**src/inc/fsro_regs.svh**
```systemverilog
// bit positions, fixed opcodes and reset values of status register one
`ifndef FSRO_REGS_SVH
`define FSRO_REGS_SVH

`define FSRO_BIT_WDIS 7
`define FSRO_BIT_PERR 6
`define FSRO_BIT_EERR 5
`define FSRO_BIT_BP_HI 4
`define FSRO_BIT_BP_LO 2
`define FSRO_BIT_WEL 1
`define FSRO_BIT_BUSY 0
`define FSRO_CFG_BPVOL 3

`define FSRO_OPC_WRITE_ENABLE 8'h06
`define FSRO_OPC_WRITE_DISABLE 8'h04
`define FSRO_OPC_CLEAR_A 8'h30
`define FSRO_OPC_CLEAR_B 8'h82
`define FSRO_OPC_ANY_READ 8'h65

`define FSRO_ADDR_STATUS_ONE 8'h00
`define FSRO_SR_RESET 8'h00
`define FSRO_BYTE_RESET 8'h00

`endif
```
**src/inc/fsro_pkg.sv**
```systemverilog
// types shared by the status register one block
package fsro_pkg;

    // serial command phase, gray coded along opcode -> argument -> output
    typedef enum logic [1:0] {
        FSRO_SH_OPC  = 2'b00,
        FSRO_SH_ARG  = 2'b01,
        FSRO_SH_OUT  = 2'b11,
        FSRO_SH_SKIP = 2'b10
    } fsro_shift_t;

    typedef enum logic [1:0] {
        FSRO_OP_NONE  = 2'b00,
        FSRO_OP_PROG  = 2'b01,
        FSRO_OP_ERASE = 2'b11,
        FSRO_OP_NVWR  = 2'b10
    } fsro_op_t;

    typedef struct packed {
        logic sck;
        logic cs_n;
        logic si;
    } fsro_pins_t;

    typedef struct packed {
        logic cs_rise;
        logic sck_fall;
        logic byte_valid;
        logic [7:0] data;
        logic [1:0] idx;
    } fsro_link_t;

    typedef struct packed {
        logic valid;
        fsro_op_t kind;
        logic whole;
        logic [2:0] bp_data;
    } fsro_op_req_t;

    typedef struct packed {
        logic done;
        logic fail;
    } fsro_op_rsp_t;

    typedef struct packed {
        logic load;
        logic [7:0] sr;
        logic [2:0] bp_act;
        logic op_run;
        fsro_op_t op_kind;
        fsro_shift_t sh;
        logic [7:0] opcode;
        logic [7:0] arg;
        logic has_arg;
        logic use_sr;
        logic [7:0] tx;
        logic [2:0] txcnt;
        logic so;
        logic so_oe;
        fsro_op_req_t req;
        logic susp;
    } fsro_state_t;

endpackage : fsro_pkg

```
**src/core/fsro_byte_rx.sv**
```systemverilog
// serial byte receiver: finds link clock edges and frames bytes while selected
`timescale 1ns/100ps
`default_nettype none
module fsro_byte_rx (
    input wire logic core_clk,
    input wire logic rst_n,
    input wire fsro_pkg::fsro_pins_t pins,
    output fsro_pkg::fsro_link_t link
);
    import fsro_pkg::*;

    typedef struct packed {
        logic sck_prev;
        logic cs_prev;
        logic [6:0] sh;
        logic [2:0] cnt;
        logic [1:0] idx;
        fsro_link_t link;
    } rx_state_t;

    rx_state_t q;
    rx_state_t d;

    // mode 0: data taken on rising link clock, byte index saturates at 3
    always_comb begin
        d = q;
        d.sck_prev = pins.sck;
        d.cs_prev = pins.cs_n;
        d.link.cs_rise = 1'b0;
        d.link.sck_fall = 1'b0;
        d.link.byte_valid = 1'b0;
        if (pins.cs_n) begin
            d.cnt = 3'h0;
            d.idx = 2'h0;
            d.link.cs_rise = !q.cs_prev;
        end else if (pins.sck && !q.sck_prev) begin
            d.sh = {q.sh[5:0], pins.si};
            d.cnt = 3'(q.cnt + 3'h1);
            if (q.cnt == 3'h7) begin
                d.link.byte_valid = 1'b1;
                d.link.data = {q.sh, pins.si};
                d.link.idx = q.idx;
                d.idx = (q.idx == 2'h3) ? 2'h3 : 2'(q.idx + 2'h1);
            end
        end else if (!pins.sck && q.sck_prev) begin
            d.link.sck_fall = 1'b1;
        end
    end

    always_ff @(posedge core_clk or negedge rst_n) begin
        if (!rst_n) begin
            q <= '{sck_prev: 1'b0, cs_prev: 1'b1, sh: 7'h00, cnt: 3'h0, idx: 2'h0,
                   link: '0};
        end else begin
            q <= d;
        end
    end

    assign link = q.link;
endmodule : fsro_byte_rx
`default_nettype wire

```
**src/core/fsro_pin_sync.sv**
```systemverilog
// three-flop pin synchroniser with second/third stage agreement filter
`timescale 1ns/100ps
`default_nettype none
module fsro_pin_sync #(
    parameter int W = 3,
    parameter logic [W-1:0] RST_VAL = '0
) (
    input wire logic core_clk,
    input wire logic rst_n,
    input wire logic [W-1:0] pin_in,
    output logic [W-1:0] pin_out
);
    typedef struct packed {
        logic [W-1:0] s1;
        logic [W-1:0] s2;
        logic [W-1:0] s3;
        logic [W-1:0] f;
    } sync_state_t;

    sync_state_t q;
    sync_state_t d;

    // stage one feeds only stage two; filtered level moves when two and three agree
    always_comb begin
        d = q;
        d.s1 = pin_in;
        d.s2 = q.s1;
        d.s3 = q.s2;
        for (int i = 0; i < W; i++) begin
            if (q.s2[i] == q.s3[i]) begin
                d.f[i] = q.s3[i];
            end
        end
    end

    always_ff @(posedge core_clk or negedge rst_n) begin
        if (!rst_n) begin
            q <= {RST_VAL, RST_VAL, RST_VAL, RST_VAL};
        end else begin
            q <= d;
        end
    end

    assign pin_out = q.f;
endmodule : fsro_pin_sync
`default_nettype wire

```
**src/core/fsro_status_one.sv**
```systemverilog
// volatile status register one with its command gating over the serial link
`timescale 1ns/100ps
`default_nettype none
`include "fsro_regs.svh"
// Function
// - bit 7 follows the non-volatile write-disable bit at all times
// - program error set on failed program, cleared on successful one
// - program error also set for protected sector or locked otp target
// - clear-status (30h or 82h) clears both error flags; writes never do
// - erase error set on failed erase or protected single-sector erase
// - whole-array erase never flags error for protected sectors
// - protect select 0: legacy write updates non-volatile and volatile bits
// - protect select 1: legacy write updates only volatile protect bits
// - active protect bits refuse program and erase in selected region
// - whole-array erase runs only when active protect bits are all zero
// - write-enable command sets the write enable latch
// - write-disable command clears the write enable latch
// - latch zero: register write, program and erase are ignored
// - latch cleared when program, register write or erase succeeds
// - latch is zero after power-up, hardware and software reset
// - clear-status and reads never touch the latch
// - while busy only reads, suspends, clear-status and reset are taken
// - suspend accepted only while array program or erase is running
// - error flags update while busy; an error holds busy until clear-status
// - busy is read-only, reflects operation status only
// - layout: wdis 7, perr 6, eerr 5, protect 4:2, latch 1, busy 0
// - each reset reloads volatile bits from their non-volatile defaults
module fsro_status_one #(
    parameter logic [7:0] OPC_STATUS_ONE_READ = 8'h05,
    parameter logic [7:0] OPC_STATUS_TWO_READ = 8'h07,
    parameter logic [7:0] OPC_LEGACY_WRITE = 8'h01,
    parameter logic [7:0] OPC_PROGRAM = 8'h02,
    parameter logic [7:0] OPC_SECTOR_ERASE = 8'hd8,
    parameter logic [7:0] OPC_WHOLE_ERASE = 8'h60,
    parameter logic [7:0] OPC_ERASE_SUSPEND = 8'h75,
    parameter logic [7:0] OPC_PROGRAM_SUSPEND = 8'h85,
    parameter logic [7:0] OPC_SOFT_RESET = 8'hf0
) (
    input wire logic core_clk,
    input wire logic rst_n,
    input wire logic spi_sck,
    input wire logic spi_cs_n,
    input wire logic spi_si,
    output logic spi_so,
    output logic spi_so_oe,
    input wire logic [7:0] nonvolatile_status_one,
    input wire logic [7:0] nonvolatile_config_one,
    input wire logic target_protected,
    input wire logic otp_locked,
    input wire fsro_pkg::fsro_op_rsp_t op_rsp,
    output fsro_pkg::fsro_op_req_t op_req,
    output logic suspend_req,
    output logic [7:0] volatile_status_one,
    output logic [2:0] bp_active
);
    import fsro_pkg::*;

    fsro_pins_t pins_raw;
    fsro_pins_t pins_f;
    fsro_link_t link;
    fsro_state_t q;
    fsro_state_t d;

    // link pins come from the host's domain, so they pass the filtered synchroniser
    assign pins_raw = '{sck: spi_sck, cs_n: spi_cs_n, si: spi_si};

    fsro_pin_sync #(
        .W(3),
        .RST_VAL(3'b010)
    ) u_sync (
        .core_clk(core_clk),
        .rst_n(rst_n),
        .pin_in(pins_raw),
        .pin_out(pins_f)
    );

    fsro_byte_rx u_rx (
        .core_clk(core_clk),
        .rst_n(rst_n),
        .pins(pins_f),
        .link(link)
    );

    // either clear-status opcode
    function automatic logic is_clear(input logic [7:0] opc);
        is_clear = (opc == `FSRO_OPC_CLEAR_A) || (opc == `FSRO_OPC_CLEAR_B);
    endfunction : is_clear

    // either suspend opcode
    function automatic logic is_suspend(input logic [7:0] opc);
        is_suspend = (opc == OPC_ERASE_SUSPEND) || (opc == OPC_PROGRAM_SUSPEND);
    endfunction : is_suspend

    // opcodes that stay live while an operation holds busy
    function automatic logic busy_ok(input logic [7:0] opc);
        busy_ok = (opc == OPC_STATUS_ONE_READ) || (opc == OPC_STATUS_TWO_READ) ||
                  (opc == `FSRO_OPC_ANY_READ) || is_clear(opc) || is_suspend(opc) ||
                  (opc == OPC_SOFT_RESET);
    endfunction : busy_ok

    // protect bits that govern the array, picked by the volatility select
    function automatic logic [2:0] pick_bp(input logic [7:0] cfg, input logic [7:0] sr,
                                           input logic [7:0] nv);
        if (cfg[`FSRO_CFG_BPVOL]) begin
            pick_bp = sr[`FSRO_BIT_BP_HI:`FSRO_BIT_BP_LO];
        end else begin
            pick_bp = nv[`FSRO_BIT_BP_HI:`FSRO_BIT_BP_LO];
        end
    endfunction : pick_bp

    // next state: link framing, read-out, command execution, operation completion
    always_comb begin
        logic busy_now;
        logic [7:0] opc;
        busy_now = 1'b0;
        opc = 8'h00;
        d = q;
        d.req.valid = 1'b0;
        d.susp = 1'b0;
        busy_now = q.sr[`FSRO_BIT_BUSY];
        opc = q.opcode;

        // reload of volatile defaults one cycle after any reset
        if (q.load) begin
            d.load = 1'b0;
            d.sr[`FSRO_BIT_PERR] = nonvolatile_status_one[`FSRO_BIT_PERR];
            d.sr[`FSRO_BIT_EERR] = nonvolatile_status_one[`FSRO_BIT_EERR];
            d.sr[`FSRO_BIT_BP_HI:`FSRO_BIT_BP_LO] =
                nonvolatile_status_one[`FSRO_BIT_BP_HI:`FSRO_BIT_BP_LO];
            d.sr[`FSRO_BIT_BUSY] = nonvolatile_status_one[`FSRO_BIT_BUSY];
            d.sr[`FSRO_BIT_WEL] = 1'b0;
            d.op_run = 1'b0;
            d.op_kind = FSRO_OP_NONE;
        end

        // byte framing: opcode first, then one argument byte where needed
        if (link.byte_valid) begin
            case (q.sh)
                FSRO_SH_OPC: begin
                    d.opcode = link.data;
                    d.has_arg = 1'b0;
                    if (link.data == OPC_STATUS_ONE_READ) begin
                        d.sh = FSRO_SH_OUT;
                        d.use_sr = 1'b1;
                        d.txcnt = 3'h0;
                    end else if (link.data == OPC_STATUS_TWO_READ) begin
                        // suspend and erase status bits are kept elsewhere; read as zero
                        d.sh = FSRO_SH_OUT;
                        d.use_sr = 1'b0;
                        d.txcnt = 3'h0;
                    end else if ((link.data == `FSRO_OPC_ANY_READ) ||
                                 (link.data == OPC_LEGACY_WRITE)) begin
                        d.sh = FSRO_SH_ARG;
                    end else begin
                        d.sh = FSRO_SH_SKIP;
                    end
                end
                FSRO_SH_ARG: begin
                    d.arg = link.data;
                    d.has_arg = 1'b1;
                    if (q.opcode == `FSRO_OPC_ANY_READ) begin
                        d.sh = FSRO_SH_OUT;
                        d.use_sr = (link.data == `FSRO_ADDR_STATUS_ONE);
                        d.txcnt = 3'h0;
                    end else begin
                        d.sh = FSRO_SH_SKIP;
                    end
                end
                FSRO_SH_OUT: begin
                    d.sh = FSRO_SH_OUT;
                end
                FSRO_SH_SKIP: begin
                    d.sh = FSRO_SH_SKIP;
                end
                default: begin
                    d.sh = FSRO_SH_SKIP;
                end
            endcase
        end

        // read-out on falling link clock; the byte is refreshed so polling sees updates
        d.so_oe = (q.sh == FSRO_SH_OUT) && !pins_f.cs_n;
        if ((q.sh == FSRO_SH_OUT) && link.sck_fall) begin
            d.txcnt = 3'(q.txcnt + 3'h1);
            if (q.txcnt == 3'h0) begin
                d.so = q.use_sr ? q.sr[7] : 1'b0;
                d.tx = q.use_sr ? {q.sr[6:0], 1'b0} : `FSRO_BYTE_RESET;
            end else begin
                d.so = q.tx[7];
                d.tx = {q.tx[6:0], 1'b0};
            end
        end

        // commands execute on deselect; busy filters all but the live set
        if (link.cs_rise) begin
            d.sh = FSRO_SH_OPC;
            d.so = 1'b0;
            // a frame too short to carry an opcode must not replay the last one
            d.opcode = `FSRO_BYTE_RESET;
            d.has_arg = 1'b0;
            if (!busy_now || busy_ok(opc)) begin
                if (opc == `FSRO_OPC_WRITE_ENABLE) begin
                    d.sr[`FSRO_BIT_WEL] = 1'b1;
                end else if (opc == `FSRO_OPC_WRITE_DISABLE) begin
                    d.sr[`FSRO_BIT_WEL] = 1'b0;
                end else if (is_clear(opc)) begin
                    d.sr[`FSRO_BIT_PERR] = 1'b0;
                    d.sr[`FSRO_BIT_EERR] = 1'b0;
                    if (!q.op_run) begin
                        d.sr[`FSRO_BIT_BUSY] = 1'b0;
                    end
                end else if (is_suspend(opc)) begin
                    // only a running array operation can be suspended
                    d.susp = q.op_run && (q.op_kind != FSRO_OP_NVWR);
                end else if (opc == OPC_SOFT_RESET) begin
                    d.load = 1'b1;
                end else if (!q.sr[`FSRO_BIT_WEL]) begin
                    // latch low: modifying commands fall through untouched
                    d.sh = FSRO_SH_OPC;
                end else if ((opc == OPC_LEGACY_WRITE) && q.has_arg) begin
                    // latch and error flags are not part of the written field
                    d.sr[`FSRO_BIT_BP_HI:`FSRO_BIT_BP_LO] =
                        q.arg[`FSRO_BIT_BP_HI:`FSRO_BIT_BP_LO];
                    if (!nonvolatile_config_one[`FSRO_CFG_BPVOL]) begin
                        d.req = '{valid: 1'b1, kind: FSRO_OP_NVWR, whole: 1'b0,
                                  bp_data: q.arg[`FSRO_BIT_BP_HI:`FSRO_BIT_BP_LO]};
                        d.op_run = 1'b1;
                        d.op_kind = FSRO_OP_NVWR;
                        d.sr[`FSRO_BIT_BUSY] = 1'b1;
                    end else begin
                        // volatile-only write completes at once
                        d.sr[`FSRO_BIT_WEL] = 1'b0;
                    end
                end else if (opc == OPC_PROGRAM) begin
                    d.sr[`FSRO_BIT_BUSY] = 1'b1;
                    if (target_protected || otp_locked) begin
                        d.sr[`FSRO_BIT_PERR] = 1'b1;
                    end else begin
                        d.req = '{valid: 1'b1, kind: FSRO_OP_PROG, whole: 1'b0,
                                  bp_data: q.bp_act};
                        d.op_run = 1'b1;
                        d.op_kind = FSRO_OP_PROG;
                    end
                end else if (opc == OPC_SECTOR_ERASE) begin
                    d.sr[`FSRO_BIT_BUSY] = 1'b1;
                    if (target_protected) begin
                        d.sr[`FSRO_BIT_EERR] = 1'b1;
                    end else begin
                        d.req = '{valid: 1'b1, kind: FSRO_OP_ERASE, whole: 1'b0,
                                  bp_data: q.bp_act};
                        d.op_run = 1'b1;
                        d.op_kind = FSRO_OP_ERASE;
                    end
                end else if ((opc == OPC_WHOLE_ERASE) && (q.bp_act == 3'h0)) begin
                    // protected sectors met inside are skipped by the array, not flagged
                    d.req = '{valid: 1'b1, kind: FSRO_OP_ERASE, whole: 1'b1,
                              bp_data: q.bp_act};
                    d.op_run = 1'b1;
                    d.op_kind = FSRO_OP_ERASE;
                    d.sr[`FSRO_BIT_BUSY] = 1'b1;
                end
            end
        end

        // completion last, so a failure in the clear-status cycle still sets its flag
        if (q.op_run && op_rsp.done && !q.load) begin
            d.op_run = 1'b0;
            d.op_kind = FSRO_OP_NONE;
            if (op_rsp.fail) begin
                // busy stays up until clear-status, latch may stay set
                if (q.op_kind == FSRO_OP_ERASE) begin
                    d.sr[`FSRO_BIT_EERR] = 1'b1;
                end else begin
                    d.sr[`FSRO_BIT_PERR] = 1'b1;
                end
            end else begin
                d.sr[`FSRO_BIT_BUSY] = 1'b0;
                d.sr[`FSRO_BIT_WEL] = 1'b0;
                if (q.op_kind == FSRO_OP_PROG) begin
                    d.sr[`FSRO_BIT_PERR] = 1'b0;
                end
            end
        end

        // mirror and governing protect bits are tracked every cycle
        d.sr[`FSRO_BIT_WDIS] = nonvolatile_status_one[`FSRO_BIT_WDIS];
        d.bp_act = pick_bp(nonvolatile_config_one, d.sr, nonvolatile_status_one);
    end

    // async reset takes constants only; the default reload happens on the first clock
    always_ff @(posedge core_clk or negedge rst_n) begin
        if (!rst_n) begin
            q <= '{load: 1'b1, sr: `FSRO_SR_RESET, bp_act: 3'h0, op_run: 1'b0,
                   op_kind: FSRO_OP_NONE, sh: FSRO_SH_OPC, opcode: `FSRO_BYTE_RESET,
                   arg: `FSRO_BYTE_RESET, has_arg: 1'b0, use_sr: 1'b0,
                   tx: `FSRO_BYTE_RESET, txcnt: 3'h0, so: 1'b0, so_oe: 1'b0,
                   req: '0, susp: 1'b0};
        end else begin
            q <= d;
        end
    end

    // every output is a field of the registered state
    assign spi_so = q.so;
    assign spi_so_oe = q.so_oe;
    assign op_req = q.req;
    assign suspend_req = q.susp;
    assign volatile_status_one = q.sr;
    assign bp_active = q.bp_act;
endmodule : fsro_status_one
`default_nettype wire

```
**config.mk**
```make
export PLATFORM = sky130hd
export DESIGN_NAME = fsro_status_one
export DESIGN_NICKNAME = d
export VERILOG_FILES = /design/src/inc/fsro_pkg.sv /design/src/core/fsro_byte_rx.sv /design/src/core/fsro_pin_sync.sv /design/src/core/fsro_status_one.sv
export VERILOG_INCLUDE_DIRS = /design/src /design/src/inc
export SDC_FILE = /design/constraint.sdc
export NUM_CORES = 1
export LEC_CHECK = 0
export ABC_AREA = 0
export BUFFER_PORTS_ARGS = -buffer_cell sky130_fd_sc_hd__buf_2
export CAP_MARGIN = 20
export CORE_ASPECT_RATIO = 0.75
export CORE_MARGIN = 4
export CORE_UTILIZATION = 50
export DETAILED_ROUTE_END_ITERATION = 16
export PLACE_DENSITY = 0.77
export REMOVE_ABC_BUFFERS = 1
export SYNTH_ARGS = -nofsm -noshare
export SYNTH_HDL_FRONTEND = slang
export SYNTH_HIERARCHICAL = 1
export SYNTH_SLANG_ARGS = --single-unit
```
**constraint.sdc**
```tcl
create_clock -name core_clk -period 2.8 [get_ports core_clk]
set_clock_uncertainty 0.1 [all_clocks]
set_input_delay 0.42 -clock core_clk [delete_from_list [all_inputs] [get_ports core_clk]]
set_output_delay 0.42 -clock core_clk [all_outputs]
set_load 0.01 [all_outputs]
```
* Word level (Yosys, flattened, before mapping)
Cells that the tools add are included.
Cells by class: add/subtract/negate cells 3, $mul 0, div/mod/pow operators 0, magnitude comparators 0, equal/unequal tests 36, shift operators 0, muxes and demuxes 112, bitwise operators 6, reductions and logical operators 48
Operators with widths (count):
- $mux 7 | 16
- $mux 8 | 9
- $mux 5 | 10
- $eq 8x3->1 const B | 6
- $mux 3 | 15
- $mux 1 | 41
- $eq 8x7->1 const B | 4
- $eq 8x8->1 const B | 4
- $mux 11 | 2
- $mux 2 | 10
- $mux 20 | 1
- $eq 8x1->1 const B | 2
- $reduce_bool 2->1 | 7
- $mux 13 | 1
- $mux 12 | 1
- $mux 4 | 3
- $reduce_and 12->1 | 1
- $logic_or 1x1->1 | 10
- $reduce_and 2->1 | 5
- $logic_and 1x1->1 | 9
- $ne 3x3->1 const B | 3
- $eq 2x2->1 const B | 4
- $eq 8x2->1 const B | 1
- $eq 8x6->1 const B | 1
- other kinds (19) | 39
Storage, ports and cells: register bits after elaboration 95, latch bits 0, bits in writable memories 0, ROM bits 0, bits of input ports 25, logic and storage cells 240, memories kept 0

* Longest topological paths before layout
Gate-level depths: netlist of run 1.
depth after elaboration 17, depth in mapped cells 9, mapped depth without buffers 7

* Modules after synthesis
The synthesis of run 1 kept the hierarchy.
Modules (own cells, without submodules):
- fsro_status_one | instances 1, cells an instance 314, area each 2949.1 um2, seq. area each 1252.5 um2
- fsro_byte_rx | instances 1, cells an instance 80, area each 1177.4 um2, seq. area each 676.9 um2
- fsro_pin_sync | instances 1, cells an instance 18, area each 361.6 um2, seq. area each 305.3 um2

* Worst setup path after synthesis of run 1
OpenSTA, ideal clock, no wires.
kind flip-flop to flip-flop, start point register u_rx.q, in the netlist u_rx/link[5], end point register q[21] (netlist name), library setup time 125 ps, arrival time 2026 ps, data required time 2575 ps, setup slack 549 ps, stages on the path, launching flop included 6, path through dfrtp_1 > buf_4 > or3_1 > or4_4 > a221oi_4 > mux2_4
On the way: cells in the longest elaborated chain, start to end 3
Ends and longest elaborated chain:
- from (decl) | line fsro_byte_rx.sv:21 | rx_state_t q;
- from (signal assigned) | line fsro_byte_rx.sv:52 | q <= '{sck_prev: 1'b0, cs_prev: 1'b1, sh: 7'h00, cnt: 3'h0, idx: 2'h0,
- $eq 8x3->1 (tied with other cells) | line fsro_status_one.sv:142 | if (link.data == OPC_STATUS_ONE_READ) begin
- $ne 3x3->1 (no source line) (tied with other cells)
- $reduce_and 4->1 (no source line) or $pmux 2 s2 (tied branches)
- to (signal assigned) | line fsro_status_one.sv:293 | q <= '{load: 1'b1, sr: `FSRO_SR_RESET, bp_act: 3'h0, op_run: 1'b0,
- to (decl) | line fsro_status_one.sv:61 | fsro_state_t q;
Parallel ways exist; a longest one is shown, timed or not. The select of a mux whose other input is x is not followed. A chain may end at the register's enable or synchronous reset.

==> results.py, run 1 <==
metrics = {
    "min_path": {
        "hold_class": "input port to register",
    },
    "final_layout": {
        "finish.utilization_pct": 55.4,
        "n_antenna_cell": 0,
        "mostFrequentLayoutCell": "dfrtp_1",
        "layout.nets": 432,
        "drive_gt1_share_pct": 23.5,
        "final_cell_mix": "dfrtp_1 (79), buf_2 (36), nand2_1 (33), nor2_1 (31), o21ai_0 (17)",
        "syn_to_final_growth_pct": 8.25,
    },
    "cts": {
        "htree_levels": 3,
        "clk_latency_ns": 0.34,
        "clockBufferDepth": 2,
        "clockRootBuffer": "clkbuf_16",
        "tritoncts": "done",
        "cts_resized": 0,
        "cts_buffers": 9,
        "cts_setup_buffers": 0,
        "cts_hold_repair.buffers": 0,
        "cts_sinks": 85,
        "clk_pin_slew_ns": 0.06,
    },
    "place": {
        "gp_congestion": 0.941,
        "pre_cts_ws_ns": 0.367,
        "dp.final_hpwl_mm": 6.15,
        "portBuffers": 37,
    },
    "die": {
        "initial_utilization_pct": 51.1,
        "fp.coreArea_um2": 8450,
        "die-area_um2": 10200,
        "die_w_um": 115,
        "ioPinCount": 46,
        "die_h_um": 88.5,
        "rows": 29,
    },
    "sta": {
        "hold_viol": 0,
        "rsz0062_at_grt": "no",
        "setup_tns_ns": 0,
        "layout_min_cycle_time_ns": 2.50,
        "setup_viol": 0,
        "finalMaxSlewViolations": 0,
        "slew_headroom_pct": 40.7,
        "fin_ws_ns": 0.300,
        "timing.final.crit_share_pct": 89.3,
        "worst_slew_pin_slew_ns": 0.886,
        "max_clock_freq_ghz": 0.400,
    },
    "worst_setup_path": {
        "startpoint_type": "register",
        "crit_fanout": 12,
        "required_ns": 2.92,
        "worst_ep_arrival_time_ns": 2.62,
        "critical_path_class": "register to register",
        "critPathCaptureType": "register",
    },
    "logic_synthesis": {
        "ys_warn_count": 6,
        "avgSynthCellArea_um2": 10.8,
        "syn_area_um2": 4320,
        "synthCells": 399,
    },
    "drt": {
        "wire_per_inst_um": 16.6,
        "drt_iter0_markers": 256,
        "routed_wl_mm": 8.58,
        "vias": 2979,
        "drc": 0,
        "antenna_left": 0,
        "drt-pass1-iter-count": 4,
        "via_per_inst": 5.77,
    },
    "power": {
        "cellPowerDensity_nw_per_um2": 606,
        "ir_drop_mv": 0.315,
        "leakagePower_nw": 2.21,
    },
    "global_routing": {
        "grtUsageTotal_pct": 17.7,
        "grt_pass1_wl_mm": 14.2,
        "grt_start_max_net_pins": 84,
        "grt_pass1_vias": 2836,
        "antenna_found_initial": 0,
        "overflow": 0,
    },
    "status": {
        "outcome": "complete, no violations",
    },
    "run": {
        "maxCapViolCount": 0,
    },
}
## final cells by class
| cell class | count | area [um2] |
|---|---|---|
| repair buffers | 42 | 248 |
| inverters | 16 | 60.1 |
| multi-input cells | 249 | 1790 |
| fillers | 715 | 3770 |
| clock inverters | 5 | 75.1 |
| clock buffers | 11 | 243 |
| flip-flops and latches | 85 | 2130 |
| well taps | 108 | 135 |
## power breakdown
part / switching, W / total (W) / internal [W]
combinational: 0.0000876 / 0.000199 / 0.000112
sequential: 0.0000626 / 0.00137 / 0.00131
clock: 0.000468 / 0.00127 / 0.000801
total: 0.000619 / 0.00284 / 0.00222
## layer usage
layer / vias up / global-route usage (%) / share of wire [%]
met5: - / 0 / 0
met4: 0 / 4.80 / 1.2
met3: 11 / 5.47 / 6.3
met2: 93 / 27.4 / 45
met1: 1474 / 24.6 / 47
li1: 1401 / - / -
## flip-flops by register name, summed over array words and instances (netlist names)
name,cells
u_sync/d,6
u_rx/q,12
op_req,7
spi_so_oe,1
u_sync/pin_out,3
u_rx/link,11
suspend_req,1
u_sync/q,3
spi_so,1
volatile_status_one,8
q,29
bp_active,3
## worst paths after layout
check / startpoint / to / slack (ns) / cells past startpoint
max in group asynchronous: rst_n / u_sync/d[4] / 1.49 / 4
min in group asynchronous: rst_n / q[20] / 0.34 / 2
setup reg to reg: q[36] / volatile_status_one[2] / 0.30 / 6
setup / recovery: q[36] / volatile_status_one[2] / 0.30 / 6
hold / removal: spi_cs_n / u_sync/d[7] / 0.08 / 1
hold reg to reg: u_sync/d[8] / u_sync/d[5] / 0.25 / 0
## through the flow
stage / area (um2) / cells / power [W] / hold slack [ns]
after floorplan: 3980 / 350 / 0.00149 / 0.0244
after global placement: 4330 / 498 / 0.00157 / 0.234
after detailed placement: 4330 / 498 / 0.00158 / 0.236
after CTS: 4640 / 514 / 0.00286 / 0.0690
after global routing: 4680 / 516 / 0.00292 / 0.0730
final: 4680 / 516 / 0.00284 / 0.0803
## critical path, cell delays in order (launching register included)
cell and delay [ns]:
dfrtp_1 0.52, nor4_4 0.50, a31oi_1 0.23, and4_1 0.33
buf_4 0.21, nand2_1 0.14, mux2_1 0.35
(Power assumes the default switching activity.)
==> run 2, diff against run 1 <==
Settings changed: CORE_MARGIN 4 to unset.
==> run 2 against run 1 <==
Effect of this change:
- sequential power about the same
- sequential cell count unchanged
- power grew 1.2%
- final cell count down 0.97%
- via count fell by 1.6%
- first-iteration DRC count up 0.78%
- sequential share of layout area is 0.11 points higher
- core utilization increased by 2.1 points
- worst hold slack worse by 0.055 ns
- global-route usage rose by 2.7 points
- critical path type unchanged
- largest power group unchanged
==> results.py, run 2 (same netlist as run 1, synthesis figures left out) <==
metrics = {
    "power": {
        "seqPwrFrac_pct": 47.6,
        "leakagePower_nw": 2.19,
        "cellPowerDensity_nw_per_um2": 614,
        "internal_power_w": 0.00224,
        "switchingPower_w": 0.000626,
        "combinationalPowerShare_pct": 6.9,
        "sw_frac_of_total_pct": 21.8,
        "ir_drop_mv": 0.322,
        "clkPwrFrac_pct": 45.5,
    },
    "place": {
        "portBuffers": 37,
        "dp.final_hpwl_mm": 5.96,
        "place_inst": 495,
        "gp_congestion": 0.873,
    },
    "worst_setup_path": {
        "critical_path_class": "register to register",
        "required_ns": 2.92,
        "rrSetupSlack_ns": 0.36,
        "r2r.worst_path.cells": 6,
        "crit_fanout": 12,
        "startpoint_type": "register",
        "worst_ep_arrival_time_ns": 2.56,
        "critPathCaptureType": "register",
    },
    "final_layout": {
        "layout.nets": 430,
        "mostFrequentLayoutCell": "dfrtp_1",
        "fillers": 691,
        "finish.utilization_pct": 57.5,
        "largest_register": "q",
        "largest_reg_flops": 29,
        "n_antenna_cell": 0,
        "stdcell_count": 511,
        "final_cell_mix": "dfrtp_1 (79), buf_2 (36), nand2_1 (33), nor2_1 (31), o21ai_0 (17)",
        "drive_gt1_share_pct": 23.6,
        "syn_to_final_growth_pct": 7.99,
    },
    "global_routing": {
        "overflow": 0,
        "grt_pass1_vias": 2746,
        "grt_start_max_net_pins": 55,
        "grt_pass1_wl_mm": 13.8,
        "grtUsageTotal_pct": 20.5,
        "antenna_found_initial": 0,
    },
    "cts": {
        "cts_hold_repair.buffers": 0,
        "clockRootBuffer": "clkbuf_16",
        "htree_levels": 3,
        "cts_buffers": 9,
        "cts_setup_buffers": 0,
        "tritoncts": "done",
        "clk_pin_slew_ns": 0.07,
        "cts_sinks": 85,
        "clk_latency_ns": 0.34,
        "clockBufferDepth": 2,
        "cts_resized": 0,
    },
    "die": {
        "die_w_um": 109,
        "fp.coreArea_um2": 8130,
        "ioPinCount": 46,
        "die_h_um": 82.5,
        "die-area_um2": 9030,
        "initial_utilization_pct": 53.2,
        "rows": 28,
    },
    "sta": {
        "worst_slew_pin_slew_ns": 0.814,
        "hold_viol": 0,
        "max_clock_freq_ghz": 0.410,
        "setup_viol": 0,
        "timing.final.crit_share_pct": 87.2,
        "layout_min_cycle_time_ns": 2.44,
        "slew_headroom_pct": 45.5,
        "finalMaxSlewViolations": 0,
        "rsz0062_at_grt": "no",
        "setup_tns_ns": 0,
    },
    "drt": {
        "via_per_inst": 5.73,
        "drc": 0,
        "vias": 2930,
        "routed_wl_mm": 8.46,
        "drt_iter0_markers": 258,
        "wire_per_inst_um": 16.6,
        "antenna_left": 0,
        "drt-pass1-iter-count": 4,
    },
    "status": {
        "outcome": "complete, no violations",
    },
    "run": {
        "maxCapViolCount": 0,
    },
    "min_path": {
        "hold_class": "input port to async pin",
    },
}
-- run 2: worst paths after layout --
| kind | start | to |
|---|---|---|
| hold reg to reg | u_sync/d[6] | u_sync/d[3] |
| setup / recovery | q[36] | volatile_status_one[3] |
| setup reg to reg | q[36] | volatile_status_one[3] |
| max in group asynchronous | rst_n | u_rx/q[25] |
| hold / removal | rst_n | u_rx/q[19] |
| min in group core_clk | spi_cs_n | u_sync/d[7] |
-- run 2: area by class of cell --
cell class	instances	area, um2	share of cell area (%)
Clock buffer	11	253	5.41
Clock inverter	5	82.6	1.77
Inverter	16	60.1	1.29
Multi-Input combinational cell	249	1790	38.2
Sequential cell	85	2130	45.7
Tap cell	105	131	2.81
Timing Repair Buffer	40	223	4.77
-- run 2: metal layers --
metal  wire length, um  global-route usage, %  up-vias
met2              3780                   29.6       79
met1              4100                   29.3     1454
met4                93                   5.47        0
met3               491                   6.67        8
li1                  -                      -     1389
met5                 0                      0        -
-- run 2: critical path, stage by stage, from the launching register on --
cell	delay [ns]
dfrtp_1	0.52
nor4_4	0.48
a31oi_1	0.22
and4_1	0.33
buf_4	0.21
nand2_1	0.12
mux2_1	0.34
-- run 2: through the flow --
stage	worst slack, ns	power, W	cell area (um2)	hold WS [ns]
floorplan	0.643	0.00149	3980	0.0244
global placement	0.434	0.00157	4330	0.237
detailed placement	0.412	0.00159	4330	0.236
CTS	0.401	0.00289	4670	0.0563
global route	0.232	0.00298	4670	0.0699
finish	0.358	0.00287	4670	0.0252
-- run 2: power groups by stage --
| stage | combinational [W] | sequential [W] | clock [W] |
|---|---|---|---|
| finish | 0.000197 | 0.00137 | 0.00131 |
| detailed placement | 0.000197 | 0.00139 | 0 |
| CTS | 0.000199 | 0.00137 | 0.00133 |
| global route | 0.000218 | 0.00138 | 0.00138 |
| global placement | 0.000189 | 0.00138 | 0 |
| floorplan | 0.000119 | 0.00137 | 0 |
